--- src/pkg/adc_seq_pkg.sv ---
/*
 * Shared constants and types of the converter sequencer: command byte
 * layout, clock modes, scan modes, reset values and result formats.
 * Assumes a single core clock; no other file defines these names.
 */
package adc_seq_pkg;

	////////////////////////////////////////////////////////////////////////
	// Sequencer states, Gray order idle-issue-wait-step
	typedef enum logic [1:0] {
		ST_IDLE  = 2'b00,
		ST_ISSUE = 2'b01,
		ST_WAIT  = 2'b11,
		ST_STEP  = 2'b10
	} seq_state_type;

	////////////////////////////////////////////////////////////////////////
	// Clock modes
	localparam logic [1:0] MODE_PIN_SEQ    = 2'b00;
	localparam logic [1:0] MODE_PIN_SINGLE = 2'b01;
	localparam logic [1:0] MODE_SERIAL     = 2'b10;
	localparam logic [1:0] MODE_SCLK       = 2'b11;

	// Scan modes
	localparam logic [1:0] SCAN_TO_N   = 2'b00;
	localparam logic [1:0] SCAN_FROM_N = 2'b01;
	localparam logic [1:0] SCAN_REPEAT = 2'b10;
	localparam logic [1:0] SCAN_ONCE   = 2'b11;

	////////////////////////////////////////////////////////////////////////
	// Command byte fields
	localparam int CONV_FLAG   = 7;
	localparam int CHSEL_HI    = 6;
	localparam int CHSEL_LO    = 3;
	localparam int SCAN_HI     = 2;
	localparam int SCAN_LO     = 1;
	localparam int TEMP_BIT    = 0;
	localparam int MODE_HI     = 5;
	localparam int MODE_LO     = 4;
	localparam int REF_HI      = 3;
	localparam int REF_LO      = 2;
	localparam int DIFF_HI     = 1;
	localparam int DIFF_LO     = 0;
	localparam int NSCAN_HI    = 1;
	localparam int NSCAN_LO    = 0;
	localparam int RESET_BIT   = 3;

	localparam logic [1:0] PFX_SETUP = 2'b01;
	localparam logic [2:0] PFX_AVG   = 3'b001;
	localparam logic [3:0] PFX_RST   = 4'b0001;

	localparam logic [1:0] DIFFSEL_UNI     = 2'b10;
	localparam logic [1:0] DIFFSEL_BIP     = 2'b11;
	localparam logic [1:0] REFSEL_EXT_DIFF = 2'b11;

	////////////////////////////////////////////////////////////////////////
	// Reset values
	localparam logic [1:0] MODE_RST   = MODE_SERIAL;
	localparam logic [1:0] REFSEL_RST = 2'b00;
	localparam logic [7:0] PAIR_RST   = 8'h00;
	localparam logic [7:0] CONV_RST   = 8'h00;
	localparam logic [1:0] NSCAN_RST  = 2'b00;

	////////////////////////////////////////////////////////////////////////
	// Channels, storage and result shape
	localparam logic [3:0] CH_FIRST     = 4'h0;
	localparam logic [3:0] CH_LAST      = 4'hf;
	localparam logic [3:0] CH_START_PIN = 4'hf;
	localparam logic [3:0] CH_REF_PIN   = 4'he;
	localparam int FIFO_DEPTH = 16;
	localparam int FIFO_AW    = 4;
	localparam int WORD_W     = 16;
	localparam int CODE_W     = 13;
	localparam int BITS_PER_BYTE = 8;
	localparam logic [3:0] LEAD_ZEROS = 4'h0;
	localparam logic [4:0] REPEAT_STEP = 5'd4;

endpackage : adc_seq_pkg

--- src/design/adc_serial_sequencer_fifo.sv ---
/*
 * Digital control of a 16-input successive-approximation converter:
 * command decode, clock modes, scan sequencing, result formatting, result
 * storage with a temperature slot, and the end-of-conversion flag.
 * Assumes an analog core that answers each conv_start_o pulse with one
 * conv_done_i pulse and a signed code; serial pins come from the host.
 */
// Function
// - sample input rising, change output falling
// - transaction opens with eight-bit command, MSB first
// - select fall starts command input
// - setup bits 5:4 pick mode; oscillator
// - mode 00 start pulse runs whole sequence
// - mode 01 start pulse converts one channel
// - mode 10 default; conversion command starts
// - mode 11 serial-clock timed, no scan/averaging
// - modes 00/10 flag low after last operation
// - mode 01 flag low after each conversion
// - flag high on select/start fall; mode 11
// - bipolar and temperature two's complement, else binary
// - pairs are even positive, next odd negative
// - shared pin has one role at once
// - setup bits 1:0 address pairing registers
// - unipolar negative difference gives zero
// - single-ended always unipolar to ground
// - sixteen results plus temperature; oldest overwritten
// - two-byte results, zero padded, MSB first
// - temperature read first; newer replaces older
// - output released while deselected
// - command MSB one means conversion write
`timescale 1ns/1ps
module adc_serial_sequencer_fifo (
	input  wire logic                              core_clk_i,
	input  wire logic                              rst_n_i,
	input  wire logic                              sclk_i,
	input  wire logic                              cs_n_i,
	input  wire logic                              din_i,
	output logic                                   dout_o,
	output logic                                   dout_oe_o,
	output logic                                   eoc_n_o,
	input  wire logic                              conversion_start_n_i,
	output logic                                   conv_start_o,
	output logic [3:0]                             conv_channel_o,
	output logic                                   conv_diff_o,
	output logic                                   conv_temp_o,
	input  wire logic                              conv_done_i,
	input  wire logic signed [adc_seq_pkg::CODE_W-1:0] conv_code_i,
	output logic                                   osc_en_o,
	output logic                                   sclk_timed_o,
	output logic                                   start_pin_role_o,
	output logic                                   ref_pin_role_o
);

	logic [1:0]  mode_r;
	logic [1:0]  refsel_r;
	logic [1:0]  pair_tgt_r;
	logic [7:0]  uni_r;
	logic [7:0]  bip_r;
	logic [7:0]  conv_r;
	logic [1:0]  nscan_r;
	logic [2:0]  cnv_r;
	logic [15:0] mem_r [adc_seq_pkg::FIFO_DEPTH];
	logic [3:0]  wr_ptr_r;
	logic [3:0]  rd_ptr_r;
	logic [4:0]  count_r;
	logic        rd_lo_r;
	logic [15:0] temp_word_r;
	logic        temp_valid_r;
	logic        temp_lo_r;
	adc_seq_pkg::seq_state_type state_r;
	logic [3:0]  cur_r;
	logic        do_temp_r;
	logic [4:0]  rep_r;
	logic        open_r;
	logic        cur_temp_r;
	logic [7:0]  rx_byte;
	logic        rx_valid;
	logic        rx_first;
	logic        cs_fall;
	logic        tx_pop;
	logic [7:0]  tx_byte;
	logic        cnv_fall;
	logic        start_cmd;
	logic        seq_done;
	logic        push;
	logic        pop_fifo;
	logic [15:0] head;
	logic [3:0]  nch;
	logic [7:0]  cmd_byte;

	////////////////////////////////////////////////////////////////////////
	// Helpers
	function automatic logic pair_diff(input logic [3:0] ch, input logic [7:0] u,
		input logic [7:0] b);
		pair_diff = u[~ch[3:1]] | b[~ch[3:1]]; // Bit 7 is pair 0/1
	endfunction : pair_diff

	function automatic logic ch_blocked(input logic [3:0] ch, input logic d,
		input logic sp, input logic rp);
		logic hit_s;
		logic hit_r;
		hit_s = (ch == adc_seq_pkg::CH_START_PIN) ||
			(d && {ch[3:1], 1'b1} == adc_seq_pkg::CH_START_PIN);
		hit_r = (ch == adc_seq_pkg::CH_REF_PIN) ||
			(d && {ch[3:1], 1'b0} == adc_seq_pkg::CH_REF_PIN);
		ch_blocked = (sp && hit_s) || (rp && hit_r);
	endfunction : ch_blocked

	function automatic logic [15:0] fmt_result(
		input logic signed [adc_seq_pkg::CODE_W-1:0] c, input logic twos);
		logic [11:0] v;
		v = c[11:0];
		if (!twos && c[adc_seq_pkg::CODE_W-1])
			v = 12'h000;
		fmt_result = {adc_seq_pkg::LEAD_ZEROS, v};
	endfunction : fmt_result

	////////////////////////////////////////////////////////////////////////
	// Serial front end
	serial_port u_port (
		.core_clk_i (core_clk_i),
		.rst_n_i    (rst_n_i),
		.sclk_i     (sclk_i),
		.cs_n_i     (cs_n_i),
		.din_i      (din_i),
		.tx_byte_i  (tx_byte),
		.tx_pop_o   (tx_pop),
		.rx_byte_o  (rx_byte),
		.rx_valid_o (rx_valid),
		.rx_first_o (rx_first),
		.cs_fall_o  (cs_fall),
		.dout_o     (dout_o),
		.dout_oe_o  (dout_oe_o)
	);

	// Start pin: two flops, third for edge; only heard in pin modes
	always_ff @(posedge core_clk_i) begin
		if (!rst_n_i)
			cnv_r <= 3'h7;
		else
			cnv_r <= {cnv_r[1:0], conversion_start_n_i};
	end

	assign cnv_fall = start_pin_role_o && cnv_r[2] && !cnv_r[1];
	assign start_pin_role_o = (mode_r == adc_seq_pkg::MODE_PIN_SEQ) ||
		(mode_r == adc_seq_pkg::MODE_PIN_SINGLE);
	assign ref_pin_role_o = (refsel_r == adc_seq_pkg::REFSEL_EXT_DIFF);
	assign osc_en_o     = (mode_r != adc_seq_pkg::MODE_SCLK);
	assign sclk_timed_o = (mode_r == adc_seq_pkg::MODE_SCLK);

	////////////////////////////////////////////////////////////////////////
	// Command decode
	always_ff @(posedge core_clk_i) begin
		if (!rst_n_i) begin
			mode_r     <= adc_seq_pkg::MODE_RST;
			refsel_r   <= adc_seq_pkg::REFSEL_RST;
			pair_tgt_r <= 2'b00;
			uni_r      <= adc_seq_pkg::PAIR_RST;
			bip_r      <= adc_seq_pkg::PAIR_RST;
			conv_r     <= adc_seq_pkg::CONV_RST;
			nscan_r    <= adc_seq_pkg::NSCAN_RST;
		end else if (rx_valid) begin
			pair_tgt_r <= 2'b00;
			if (!rx_first) begin
				if (pair_tgt_r == adc_seq_pkg::DIFFSEL_UNI)
					uni_r <= rx_byte;
				else if (pair_tgt_r == adc_seq_pkg::DIFFSEL_BIP)
					bip_r <= rx_byte;
			end else if (rx_byte[adc_seq_pkg::CONV_FLAG]) begin
				conv_r <= rx_byte;
			end else if (rx_byte[7:6] == adc_seq_pkg::PFX_SETUP) begin
				mode_r     <= rx_byte[adc_seq_pkg::MODE_HI:adc_seq_pkg::MODE_LO];
				refsel_r   <= rx_byte[adc_seq_pkg::REF_HI:adc_seq_pkg::REF_LO];
				pair_tgt_r <= rx_byte[adc_seq_pkg::DIFF_HI:adc_seq_pkg::DIFF_LO];
			end else if (rx_byte[7:5] == adc_seq_pkg::PFX_AVG) begin
				nscan_r <= rx_byte[adc_seq_pkg::NSCAN_HI:adc_seq_pkg::NSCAN_LO];
			end else if (rx_byte[7:4] == adc_seq_pkg::PFX_RST &&
				!rx_byte[adc_seq_pkg::RESET_BIT]) begin
				mode_r   <= adc_seq_pkg::MODE_RST;
				refsel_r <= adc_seq_pkg::REFSEL_RST;
				uni_r    <= adc_seq_pkg::PAIR_RST;
				bip_r    <= adc_seq_pkg::PAIR_RST;
				conv_r   <= adc_seq_pkg::CONV_RST;
				nscan_r  <= adc_seq_pkg::NSCAN_RST;
			end
		end
	end

	// Serial start only in modes 10 and 11
	assign start_cmd = rx_valid && rx_first && rx_byte[adc_seq_pkg::CONV_FLAG] &&
		!start_pin_role_o;
	assign cmd_byte = start_cmd ? rx_byte : conv_r; // Register not loaded yet

	////////////////////////////////////////////////////////////////////////
	// Scan sequencer
	assign nch = cur_r + (pair_diff(cur_r, uni_r, bip_r) ? 4'h2 : 4'h1);
	always_comb begin
		seq_done = 1'b1;
		if (mode_r != adc_seq_pkg::MODE_SCLK) begin
			case (conv_r[adc_seq_pkg::SCAN_HI:adc_seq_pkg::SCAN_LO])
				adc_seq_pkg::SCAN_TO_N:
					seq_done = (nch > conv_r[adc_seq_pkg::CHSEL_HI:adc_seq_pkg::CHSEL_LO]) ||
						(nch == adc_seq_pkg::CH_FIRST);
				adc_seq_pkg::SCAN_FROM_N:
					seq_done = (nch <= cur_r);
				adc_seq_pkg::SCAN_REPEAT:
					seq_done = (rep_r <= 5'd1);
				default:
					seq_done = 1'b1;
			endcase
		end
	end

	always_ff @(posedge core_clk_i) begin
		if (!rst_n_i) begin
			state_r      <= adc_seq_pkg::ST_IDLE;
			cur_r        <= adc_seq_pkg::CH_FIRST;
			do_temp_r    <= 1'b0;
			rep_r        <= 5'd0;
			open_r       <= 1'b0;
			cur_temp_r   <= 1'b0;
			conv_start_o <= 1'b0;
		end else begin
			conv_start_o <= 1'b0;
			case (state_r)
				adc_seq_pkg::ST_IDLE: begin
					if (start_cmd || (cnv_fall && !(open_r &&
						mode_r == adc_seq_pkg::MODE_PIN_SINGLE))) begin
						cur_r <= (cmd_byte[adc_seq_pkg::SCAN_HI:adc_seq_pkg::SCAN_LO] ==
							adc_seq_pkg::SCAN_TO_N && !sclk_timed_o) ? adc_seq_pkg::CH_FIRST :
							cmd_byte[adc_seq_pkg::CHSEL_HI:adc_seq_pkg::CHSEL_LO];
						do_temp_r <= cmd_byte[adc_seq_pkg::TEMP_BIT];
						rep_r     <= adc_seq_pkg::REPEAT_STEP * ({3'h0, nscan_r} + 5'd1);
						open_r    <= 1'b1;
						state_r   <= adc_seq_pkg::ST_ISSUE;
					end else if (cnv_fall) begin
						state_r <= adc_seq_pkg::ST_ISSUE;
					end
				end
				adc_seq_pkg::ST_ISSUE: begin
					cur_temp_r <= do_temp_r;
					if (do_temp_r || !ch_blocked(cur_r, pair_diff(cur_r, uni_r, bip_r),
						start_pin_role_o, ref_pin_role_o)) begin
						conv_start_o   <= 1'b1;
						conv_channel_o <= {cur_r[3:1], cur_r[0] &
							!pair_diff(cur_r, uni_r, bip_r)};
						conv_diff_o    <= !do_temp_r && pair_diff(cur_r, uni_r, bip_r);
						conv_temp_o    <= do_temp_r;
						state_r        <= adc_seq_pkg::ST_WAIT;
					end else begin
						state_r <= adc_seq_pkg::ST_STEP;
					end
				end
				adc_seq_pkg::ST_WAIT: begin
					if (conv_done_i)
						state_r <= adc_seq_pkg::ST_STEP;
				end
				adc_seq_pkg::ST_STEP: begin
					if (cur_temp_r) begin
						do_temp_r  <= 1'b0;
						cur_temp_r <= 1'b0;
						state_r    <= adc_seq_pkg::ST_ISSUE;
					end else begin
						cur_r   <= (conv_r[adc_seq_pkg::SCAN_HI:adc_seq_pkg::SCAN_LO] ==
							adc_seq_pkg::SCAN_REPEAT) ? cur_r : nch;
						rep_r   <= rep_r - 5'd1;
						open_r  <= !seq_done;
						state_r <= (seq_done || mode_r == adc_seq_pkg::MODE_PIN_SINGLE) ?
							adc_seq_pkg::ST_IDLE : adc_seq_pkg::ST_ISSUE;
					end
				end
				default: state_r <= adc_seq_pkg::ST_IDLE;
			endcase
		end
	end

	////////////////////////////////////////////////////////////////////////
	// End-of-conversion flag; a completion in the same cycle as a select
	// or start fall wins, so no finished sequence goes unflagged
	always_ff @(posedge core_clk_i) begin
		if (!rst_n_i)
			eoc_n_o <= 1'b1;
		else if (mode_r == adc_seq_pkg::MODE_SCLK)
			eoc_n_o <= 1'b1;
		else if (state_r == adc_seq_pkg::ST_STEP && !cur_temp_r &&
			(seq_done || mode_r == adc_seq_pkg::MODE_PIN_SINGLE))
			eoc_n_o <= 1'b0;
		else if (cs_fall || cnv_fall)
			eoc_n_o <= 1'b1;
	end

	////////////////////////////////////////////////////////////////////////
	// Result storage
	assign push     = conv_done_i && state_r == adc_seq_pkg::ST_WAIT && !cur_temp_r;
	assign pop_fifo = tx_pop && !temp_valid_r && count_r != 5'd0 && rd_lo_r;
	assign head     = temp_valid_r ? temp_word_r :
		(count_r == 5'd0 ? 16'h0000 : mem_r[rd_ptr_r]);
	assign tx_byte  = temp_valid_r ? (temp_lo_r ? head[7:0] : head[15:8]) :
		(rd_lo_r ? head[7:0] : head[15:8]);

	always_ff @(posedge core_clk_i) begin
		if (push)
			mem_r[wr_ptr_r] <= fmt_result(conv_code_i,
				conv_diff_o && bip_r[~conv_channel_o[3:1]]);
	end

	always_ff @(posedge core_clk_i) begin
		if (!rst_n_i || (rx_valid && rx_first && rx_byte[7:4] == adc_seq_pkg::PFX_RST)) begin
			wr_ptr_r <= 4'h0;
			rd_ptr_r <= 4'h0;
			count_r  <= 5'd0;
			rd_lo_r  <= 1'b0;
		end else begin
			if (push)
				wr_ptr_r <= wr_ptr_r + 4'h1;
			if (push && count_r == 5'(adc_seq_pkg::FIFO_DEPTH)) begin
				rd_ptr_r <= rd_ptr_r + 4'h1;
				rd_lo_r  <= 1'b0;
			end else if (pop_fifo) begin
				rd_ptr_r <= rd_ptr_r + 4'h1;
				rd_lo_r  <= 1'b0;
				count_r  <= push ? count_r : count_r - 5'd1;
			end else begin
				if (push)
					count_r <= count_r + 5'd1;
				if (tx_pop && !temp_valid_r && count_r != 5'd0)
					rd_lo_r <= 1'b1;
			end
		end
	end

	// Temperature slot is read ahead of the queue
	always_ff @(posedge core_clk_i) begin
		if (!rst_n_i) begin
			temp_word_r  <= 16'h0000;
			temp_valid_r <= 1'b0;
			temp_lo_r    <= 1'b0;
		end else if (conv_done_i && state_r == adc_seq_pkg::ST_WAIT && cur_temp_r) begin
			temp_word_r  <= fmt_result(conv_code_i, 1'b1);
			temp_valid_r <= 1'b1;
			temp_lo_r    <= 1'b0;
		end else if (tx_pop && temp_valid_r) begin
			temp_lo_r    <= 1'b1;
			temp_valid_r <= !temp_lo_r;
		end
	end

endmodule : adc_serial_sequencer_fifo

--- src/design/serial_port.sv ---
/*
 * Four-wire serial slave: synchronises the pins, shifts command bytes in
 * on rising serial clock and result bytes out on falling serial clock.
 * Assumes the serial clock is at least four core clocks per half period.
 */
`timescale 1ns/1ps
module serial_port (
	input  wire logic       core_clk_i,
	input  wire logic       rst_n_i,
	input  wire logic       sclk_i,
	input  wire logic       cs_n_i,
	input  wire logic       din_i,
	input  wire logic [7:0] tx_byte_i,
	output logic            tx_pop_o,
	output logic [7:0]      rx_byte_o,
	output logic            rx_valid_o,
	output logic            rx_first_o,
	output logic            cs_fall_o,
	output logic            dout_o,
	output logic            dout_oe_o
);

	logic [2:0] sclk_r;
	logic [2:0] cs_r;
	logic [1:0] din_r;
	logic [2:0] bit_cnt_r;
	logic [7:0] rx_sh_r;
	logic [7:0] tx_sh_r;
	logic       first_r;
	logic       fresh_r;
	logic       rise;
	logic       fall;
	logic       sel;

	////////////////////////////////////////////////////////////////////////
	// Two flops before use; third flop only for edge finding
	always_ff @(posedge core_clk_i) begin
		if (!rst_n_i) begin
			sclk_r <= 3'h0;
			cs_r   <= 3'h7;
			din_r  <= 2'h0;
		end else begin
			sclk_r <= {sclk_r[1:0], sclk_i};
			cs_r   <= {cs_r[1:0], cs_n_i};
			din_r  <= {din_r[0], din_i};
		end
	end

	assign sel       = !cs_r[1];
	assign rise      = sel && sclk_r[1] && !sclk_r[2];
	assign fall      = sel && !sclk_r[1] && sclk_r[2];
	assign cs_fall_o = cs_r[2] && !cs_r[1];

	////////////////////////////////////////////////////////////////////////
	// Receive side
	always_ff @(posedge core_clk_i) begin
		if (!rst_n_i) begin
			bit_cnt_r  <= 3'h0;
			rx_sh_r    <= 8'h00;
			rx_byte_o  <= 8'h00;
			rx_valid_o <= 1'b0;
			rx_first_o <= 1'b0;
			first_r    <= 1'b0;
		end else begin
			rx_valid_o <= 1'b0;
			if (cs_fall_o) begin
				bit_cnt_r <= 3'h0;
				first_r   <= 1'b1;
			end else if (rise) begin
				rx_sh_r   <= {rx_sh_r[6:0], din_r[1]};
				bit_cnt_r <= bit_cnt_r + 3'h1;
				if (bit_cnt_r == 3'h7) begin
					rx_byte_o  <= {rx_sh_r[6:0], din_r[1]};
					rx_valid_o <= 1'b1;
					rx_first_o <= first_r;
					first_r    <= 1'b0;
				end
			end
		end
	end

	// Byte leaves storage once its last bit has been sampled
	assign tx_pop_o = rise && (bit_cnt_r == 3'h7);

	////////////////////////////////////////////////////////////////////////
	// Transmit side; the fresh flag keeps the preloaded bit 7 when the
	// clock idles high and its first edge is a falling one
	always_ff @(posedge core_clk_i) begin
		if (!rst_n_i) begin
			tx_sh_r <= 8'h00;
			fresh_r <= 1'b0;
		end else if (cs_fall_o) begin
			tx_sh_r <= tx_byte_i;
			fresh_r <= 1'b1;
		end else if (fall) begin
			fresh_r <= 1'b0;
			if (bit_cnt_r != 3'h0)
				tx_sh_r <= {tx_sh_r[6:0], 1'b0};
			else if (!fresh_r)
				tx_sh_r <= tx_byte_i;
		end
	end

	assign dout_o    = tx_sh_r[7];
	assign dout_oe_o = sel;

endmodule : serial_port

--- config.mk ---
export PLATFORM = sky130hd
export DESIGN_NAME = adc_serial_sequencer_fifo
export DESIGN_NICKNAME = d
export VERILOG_FILES = /design/src/pkg/adc_seq_pkg.sv /design/src/design/adc_serial_sequencer_fifo.sv /design/src/design/serial_port.sv
export SDC_FILE = /design/constraint.sdc
export NUM_CORES = 1
export LEC_CHECK = 0
export BUFFER_PORTS_ARGS = -buffer_cell sky130_fd_sc_hd__buf_2
export CORE_MARGIN = 2
export CORE_UTILIZATION = 55
export DETAILED_ROUTE_END_ITERATION = 6
export GPL_ROUTABILITY_DRIVEN = 0
export GPL_TIMING_DRIVEN = 0
export PLACE_DENSITY_LB_ADDON = 0.08
export SLEW_MARGIN = 0
export SYNTH_ARGS = -nofsm -noshare
export SYNTH_HDL_FRONTEND = slang
export SYNTH_HIERARCHICAL = 1
export SYNTH_SLANG_ARGS = --single-unit
export TNS_END_PERCENT = 10
--- constraint.sdc ---
create_clock -name core_clk_i -period 7.3 [get_ports core_clk_i]
set_clock_uncertainty 0.1 [all_clocks]
set_input_delay 0.73 -clock core_clk_i [delete_from_list [all_inputs] [get_ports core_clk_i]]
set_output_delay 0.73 -clock core_clk_i [all_outputs]
set_load 0.02 [all_outputs]
Word level (Yosys, flattened, before mapping)
Memories as Yosys holds them, arrays and structs flattened. A register that Yosys moved wholly into a read port is not among the register bits.
Index checks and enable logic that the tools add are counted.
{"block": "totals", "ff_bits": 122, "ram_bits": 192, "in_bits": 20, "out_inout_bits": 14, "wordCells": 281, "memories": 1}
{"name": "mem_r", "depth": 16, "word_bits": 12, "rd": 1, "rd_clocked_by_memory_dff": 1, "write_ports": 1, "line": "adc_serial_sequencer_fifo.sv:62", "text": "logic [15:0] mem_r [adc_seq_pkg::FIFO_DEPTH];"}
{"block": "op_classes", "addsub": 8, "order_cmp": 5, "eq_ne": 35, "mux": 83, "bitwise": 10, "n_reduce_logical": 102}
{"operator": "8-bit two-way mux", "n": 16}
{"operator": "1-bit logical AND", "n": 32}
{"operator": "16-bit two-way mux", "n": 2}
{"operator": "4-bit two-way mux", "n": 8}
{"operator": "2-bit two-way mux", "n": 14}
{"operator": "2-bit nonzero test", "n": 14}
{"operator": "5-bit two-way mux", "n": 5}
{"operator": "1-bit two-way mux", "n": 24}
{"operator": "12-bit two-way mux", "n": 2}
{"operator": "2-bit != test (second input constant)", "n": 12}
{"operator": "1-bit logical NOT", "n": 17}
{"operator": "3-bit AND reduction", "n": 5}
{"operator": "5-bit AND reduction", "n": 3}
{"operator": "2-bit == test (second input constant)", "n": 7}
{"operator": "7-bit two-way mux", "n": 2}
{"operator": "1-bit logical OR", "n": 10}
{"operator": "5-bit case mux with 2 select lines", "n": 1}
{"operator": "2-bit AND reduction", "n": 5}
{"operator": "5-bit by 1-bit subtractor with 5-bit output (second input constant)", "n": 2}
{"operator": "1-bit binary-select mux with 3-bit select", "n": 3}
{"operator": "4-bit by 1-bit adder with 4-bit output (second input constant)", "n": 2}
{"operator": "2-bit by 1-bit == test with 1-bit output (second input constant)", "n": 4}
{"operator": "4-bit == test (second input constant)", "n": 2}
{"operator": "2-bit logical NOT", "n": 4}
{"operator": "other kinds (31)", "n": 47}

Longest topological paths before layout
{"block": "logic_depth", "ltp_word": 14, "ltp_mapped": 18, "depth_no_buf": 16}

Modules after synthesis
Netlist, hierarchy kept.
{"module": "adc_serial_sequencer_fifo", "instances": 1, "cells_per_inst": 830, "area_each_um2": 12020.3, "seq_area_each_um2": 7587.3}
{"module": "serial_port", "instances": 1, "cells_per_inst": 163, "area_each_um2": 1566.5, "seq_area_each_um2": 760.7}

Worst setup path after synthesis
Ideal clock, no wire load.
{"block": "synth_path", "path_kind": "flip-flop to flip-flop", "start": "register cur_r[1]", "end": "register eoc_n_o", "setup_time_ps": 134, "arrival_ps": 3445, "required_ps": 7066, "setup_slack_ps": 3622, "stages_incl_launch_ff": 19, "n_path_buf": 2, "period_less_slack_ps": 3678, "cell_sequence": "dfxtp_1 > clkbuf_1 > inv_1 > o311a_1 > o21ai_0 > nand2_1 > inv_1 > ha_1 > inv_1 > fa_1 > inv_1 > ha_1 > clkbuf_1 > xor2_1 > a41o_1 > a21oi_1 > nor4_1 > o41ai_1 > nand3_1"}
{"block": "synth_between", "elab_chain_len": 13, "word_cells_on_any_way": 18, "cone_classes": "add/sub: 1; order compare: 2; mux: 8; bitwise: 2; reduce/logical: 5"}
{"item": "start, declared", "line": "adc_serial_sequencer_fifo.sv:71", "text": "logic [3:0] cur_r;"}
{"item": "start signal, assigned", "line": "adc_serial_sequencer_fifo.sv:217", "text": "cur_r <= adc_seq_pkg::CH_FIRST;"}
{"item": "start signal, assigned", "line": "adc_serial_sequencer_fifo.sv:229", "text": "cur_r <= (cmd_byte[adc_seq_pkg::SCAN_HI:adc_seq_pkg::SCAN_LO] =="}
{"item": "start signal, assigned", "line": "adc_serial_sequencer_fifo.sv:264", "text": "cur_r <= (conv_r[adc_seq_pkg::SCAN_HI:adc_seq_pkg::SCAN_LO] =="}
{"item": "3-bit NOT", "line": "adc_serial_sequencer_fifo.sv:95", "text": "pair_diff = u[~ch[3:1]] | b[~ch[3:1]];"}
{"item": "1-bit binary-select mux with 3-bit select", "line": "adc_serial_sequencer_fifo.sv:95"}
{"item": "1-bit two-way mux (not written as such)", "line": "adc_serial_sequencer_fifo.sv:95"}
{"item": "1-bit OR", "line": "adc_serial_sequencer_fifo.sv:95"}
{"item": "2-bit two-way mux", "line": "adc_serial_sequencer_fifo.sv:196", "text": "assign nch = cur_r + (pair_diff(cur_r, uni_r, bip_r) ? 4'h2 : 4'h1);"}
{"item": "4-bit by 2-bit adder with 4-bit output", "line": "adc_serial_sequencer_fifo.sv:196"}
{"item": "4-bit greater-than comparator or 4-bit logical NOT (tied branches)", "line": "adc_serial_sequencer_fifo.sv:202, adc_serial_sequencer_fifo.sv:203"}
{"item": "1-bit logical OR", "line": "adc_serial_sequencer_fifo.sv:202", "text": "seq_done = (nch > conv_r[adc_seq_pkg::CHSEL_HI:adc_seq_pkg::CHSEL_LO]) ||"}
{"item": "1-bit case mux with 3 select lines (*)", "line": "adc_serial_sequencer_fifo.sv:200", "text": "case (conv_r[adc_seq_pkg::SCAN_HI:adc_seq_pkg::SCAN_LO])"}
{"item": "1-bit two-way mux (*)", "line": "adc_serial_sequencer_fifo.sv:199", "text": "if (mode_r != adc_seq_pkg::MODE_SCLK) begin"}
{"item": "1-bit logical OR (*)", "line": "adc_serial_sequencer_fifo.sv:286", "text": "(seq_done || mode_r == adc_seq_pkg::MODE_PIN_SINGLE))"}
{"item": "1-bit logical AND (*)", "line": "adc_serial_sequencer_fifo.sv:285", "text": "else if (state_r == adc_seq_pkg::ST_STEP && !cur_temp_r &&"}
{"item": "1-bit two-way mux or 2-bit nonzero test (tied branches)"}
{"item": "end signal, assigned", "line": "adc_serial_sequencer_fifo.sv:284", "text": "eoc_n_o <= 1'b1;"}
{"item": "end signal, assigned", "line": "adc_serial_sequencer_fifo.sv:287", "text": "eoc_n_o <= 1'b0;"}
{"item": "end signal, assigned", "line": "adc_serial_sequencer_fifo.sv:289", "text": "eoc_n_o <= 1'b1;"}
{"item": "end, declared", "line": "adc_serial_sequencer_fifo.sv:40", "text": "output logic eoc_n_o,"}
Every way passes the cells marked *; elsewhere a longest branch is shown, timed or not. The select of a mux whose other input is x is not followed.
A chain may end at the register's enable or synchronous reset.

Worst setup path after layout
Same ends and word-level chain as after synthesis.

==> impl_metrics.env <==
export IMPL_synth_compound_area_frac=0.0851
export IMPL_min_period_over_period=0.602
export IMPL_drc=0
export IMPL_async_reset_ff_frac=0
export IMPL_ir_worst_vdd_mv=0.214
export IMPL_ios=34
export IMPL_ys_ff_latch=318
export IMPL_synthMuxAreaShare=0.128
export IMPL_max_cap_violations=0
export IMPL_holdCritPathClass="input pin to flip-flop"
export IMPL_cts_root_buffer_cell="clkbuf_16"
export IMPL_setup_viol=0
export IMPL_seq_area_frac_synth=0.614
export IMPL_drive_above_1_share=0.169
export IMPL_drtAntennaViolNets=0
export IMPL_cp_max_fo=9
export IMPL_wire_per_inst_um=21.3
export IMPL_wirelength_um=30200
export IMPL_start_util=0.559
export IMPL_hold_viol_final=0
export IMPL_yosys_warnings=6
export IMPL_cts_clk_slew_worst_paths_ns=0.06
export IMPL_cts_resized_gates=0
export IMPL_dp_slack_ns=2.93
export IMPL_maxSlewHeadroom=0.0530
export IMPL_num_rows=57
export IMPL_dp_hpwl_um=20500
export IMPL_fmaxAchievable_mhz=228
export IMPL_antenna_found_initial=0
export IMPL_grt_pass1_vias=8305
export IMPL_synth_xor_area_share=0.00902
export IMPL_synth_top_family_by_area="multiplexers"
export IMPL_setup_tns_final_ns=0
export IMPL_drt_iter0_drc=649
export IMPL_fp_coreArea_sq_um=24300
export IMPL_post_cts_buffers=0
export IMPL_end_kind="flip-flop"
export IMPL_gr_usage_all_layers=0.236
export IMPL_io_buffers=33
export IMPL_cp_start_kind="flip-flop"
export IMPL_syn_inst=993
export IMPL_worstPathArrival_ns=4.71
export IMPL_syn_area_sq_um=13600
export IMPL_timing_final_ws_setup_ns=2.91
export IMPL_yosys_area_share_simple=0.109
export IMPL_synth_edf_count=198
export IMPL_power_density_nw_per_um2=256
export IMPL_rsz0062_at_grt="false"
export IMPL_whs_ns=0.242
export IMPL_period_needed_ns=4.39
export IMPL_drt_pass1_iterations=5
export IMPL_die_h_um=161
export IMPL_via_count=8268
export IMPL_die_w_um=161
export IMPL_numCtsBuffers=31
export IMPL_worstMarginPinSlew_ns=1.42
export IMPL_synthDistinctLibCells=78
export IMPL_cts_hold_fix_buffers=0
export IMPL_area_growth_syn_to_layout_pct=12.4
export IMPL_clk_latency_ns=0.57
export IMPL_cts_num_sinks=318
export IMPL_h_tree_depth=1
export IMPL_grt_max_degree=17
export IMPL_ys_flop_type="edfxtp_1"
export IMPL_viasPerCell=5.84
export IMPL_criticalPathCategory="flip-flop to flip-flop"
export IMPL_cp_data_required_time_ns=7.61
export IMPL_synthAdderAreaFrac=0.0269
export IMPL_syn_area_per_cell_sq_um=13.7
export IMPL_cts_tree="done"
export IMPL_finalPower_w=0.00391
export IMPL_die_area_sq_um=26000
export IMPL_status="finished clean"
export IMPL_synth_nets=1041
export IMPL_grt_ovfl_total=0
export IMPL_cts_max_path_buffers=3
export IMPL_grt_pass1_wl_um=47000
export IMPL_slew_violations=0
export IMPL_nets=1114
export IMPL_leakage_nw=5.13
[Yosys cell counts (all sizes together) (3+ instances only)]
cell | n | area, sq um
nor4 | 4 | 25.0
o41ai | 3 | 26.3
nand2 | 68 | 255
mux2i | 40 | 400
o21a | 4 | 30.0
edfxtp | 198 | 5950
a31oi | 4 | 40.0
xnor2 | 8 | 70.1
and3b | 4 | 35.0
nand2b | 17 | 114
a21boi | 18 | 135
nand3 | 14 | 70.1
dfxtp | 120 | 2400
mux4 | 59 | 1330
clkbuf | 33 | 124
buf | 20 | 116
ha | 26 | 325
inv | 32 | 120
a311oi | 7 | 61.3
xor2 | 6 | 52.6
nor3 | 11 | 55.1
and3 | 4 | 25.0
nand4 | 12 | 75.1
nor2 | 64 | 243
nand4b | 3 | 26.3
and2 | 29 | 181
nor2b | 41 | 257
a211oi | 12 | 90.1
a32o | 4 | 40.0
a22oi | 10 | 75.1
nor3b | 5 | 47.5
a21oi | 33 | 173
o21ai | 39 | 199
[critical path, stage by stage (launching register included)]
cell,delay [ns]
dfxtp_1,0.35
clkbuf_1,0.32
inv_1,0.20
o311a_1,0.36
o21ai_0,0.30
nand2_1,0.13
inv_1,0.13
ha_1,0.23
inv_1,0.08
fa_1,0.41
inv_1,0.07
ha_1,0.21
clkbuf_1,0.18
xor2_1,0.18
a41o_1,0.25
a21oi_1,0.19
nor4_1,0.10
o41ai_1,0.34
nand3_1,0.12
[kinds of logic after synthesis]
group / Yosys count
AO/OA/AOI/OAI: 163
XOR/XNOR: 14
adder cells (fa/ha/maj): 28
buffers and inverters: 86
flip-flops: 318
multiplexers: 100
AND/OR/NAND/NOR: 284
[path summary, 6_finish.rpt]
| kind | slack [ns] | endpoint | from | depth (start not counted) |
|---|---|---|---|---|
| worst min-delay path | 0.24 | u_port/cs_r[0]$_SDFF_PN1_ | cs_n_i | 2 |
| worst max register to register | 2.91 | eoc_n_o$_SDFFE_PP1P_ | cur_r[1]$_SDFFE_PN0P_ | 18 |
| worst max-delay path | 2.91 | eoc_n_o$_SDFFE_PP1P_ | cur_r[1]$_SDFFE_PN0P_ | 18 |
| worst min register to register | 0.31 | cnv_r[1]$_SDFF_PN1_ | cnv_r[0]$_SDFF_PN1_ | 1 |
[registers in the layout, indices dropped and copies added, names as in the netlist, 3 cells and up, named ones only]
name,flops
wr_ptr_r,4
u_port/sclk_r,3
u_port/cs_r,3
u_port/rx_sh_r,7
rep_r,5
rd_ptr_r,4
u_port/bit_cnt_r,3
mem_r,192
u_port/rx_byte_o,8
conv_channel_o,4
cur_r,4
u_port/tx_sh_r,8
bip_r,8
cnv_r,3
temp_word_r,12
count_r,5
uni_r,8
conv_r,7
[power by group]
group          internal, W  switching, W  total [W]
Combinational     0.000147      0.000233   0.000380
Sequential         0.00194     0.0000274    0.00197
Clock             0.000898      0.000658    0.00156
Total              0.00299      0.000918    0.00391
[area by class of cell]
class,count,area (sq um)
timing repair buffer,40,244
inverter,32,120
fill,1875,9050
clock buffer,42,827
antenna,1,2.50
multi-input combinational,589,4910
tap,324,405
sequential,318,8350
buffer,54,250
clock inverter,15,158
[layer usage]
| metal | GRT usage | routed length, um | up-vias |
|---|---|---|---|
| li1 | - | - | 3895 |
| met1 | 0.301 | 12400 | 4108 |
| met2 | 0.422 | 15500 | 200 |
| met3 | 0.0303 | 1260 | 65 |
| met4 | 0.0783 | 994 | 0 |
| met5 | 0 | 0 | - |
[per-stage QoR]
stage,cell area [sq um],cells,utilization
2_1_floorplan,13600,993,-
3_3_place_gp,14200,1350,0.582
3_5_place_dp,14300,1357,0.587
4_1_cts,15300,1414,0.627
5_1_grt,15300,1414,0.628
6_report,15300,1415,0.628
[placed cells by master (no fill, tap or decap), drive strengths merged, types with 26 or more instances in the layout]
cell	n
a21oi	33
clkbuf	75
mux2i	40
nor2	64
nand2	68
ha	26
dfxtp	120
and2	29
o21ai	39
nor2b	41
inv	33
buf	60
mux4	59
edfxtp	198
Note: power is estimated with default switching activity, not from simulation.
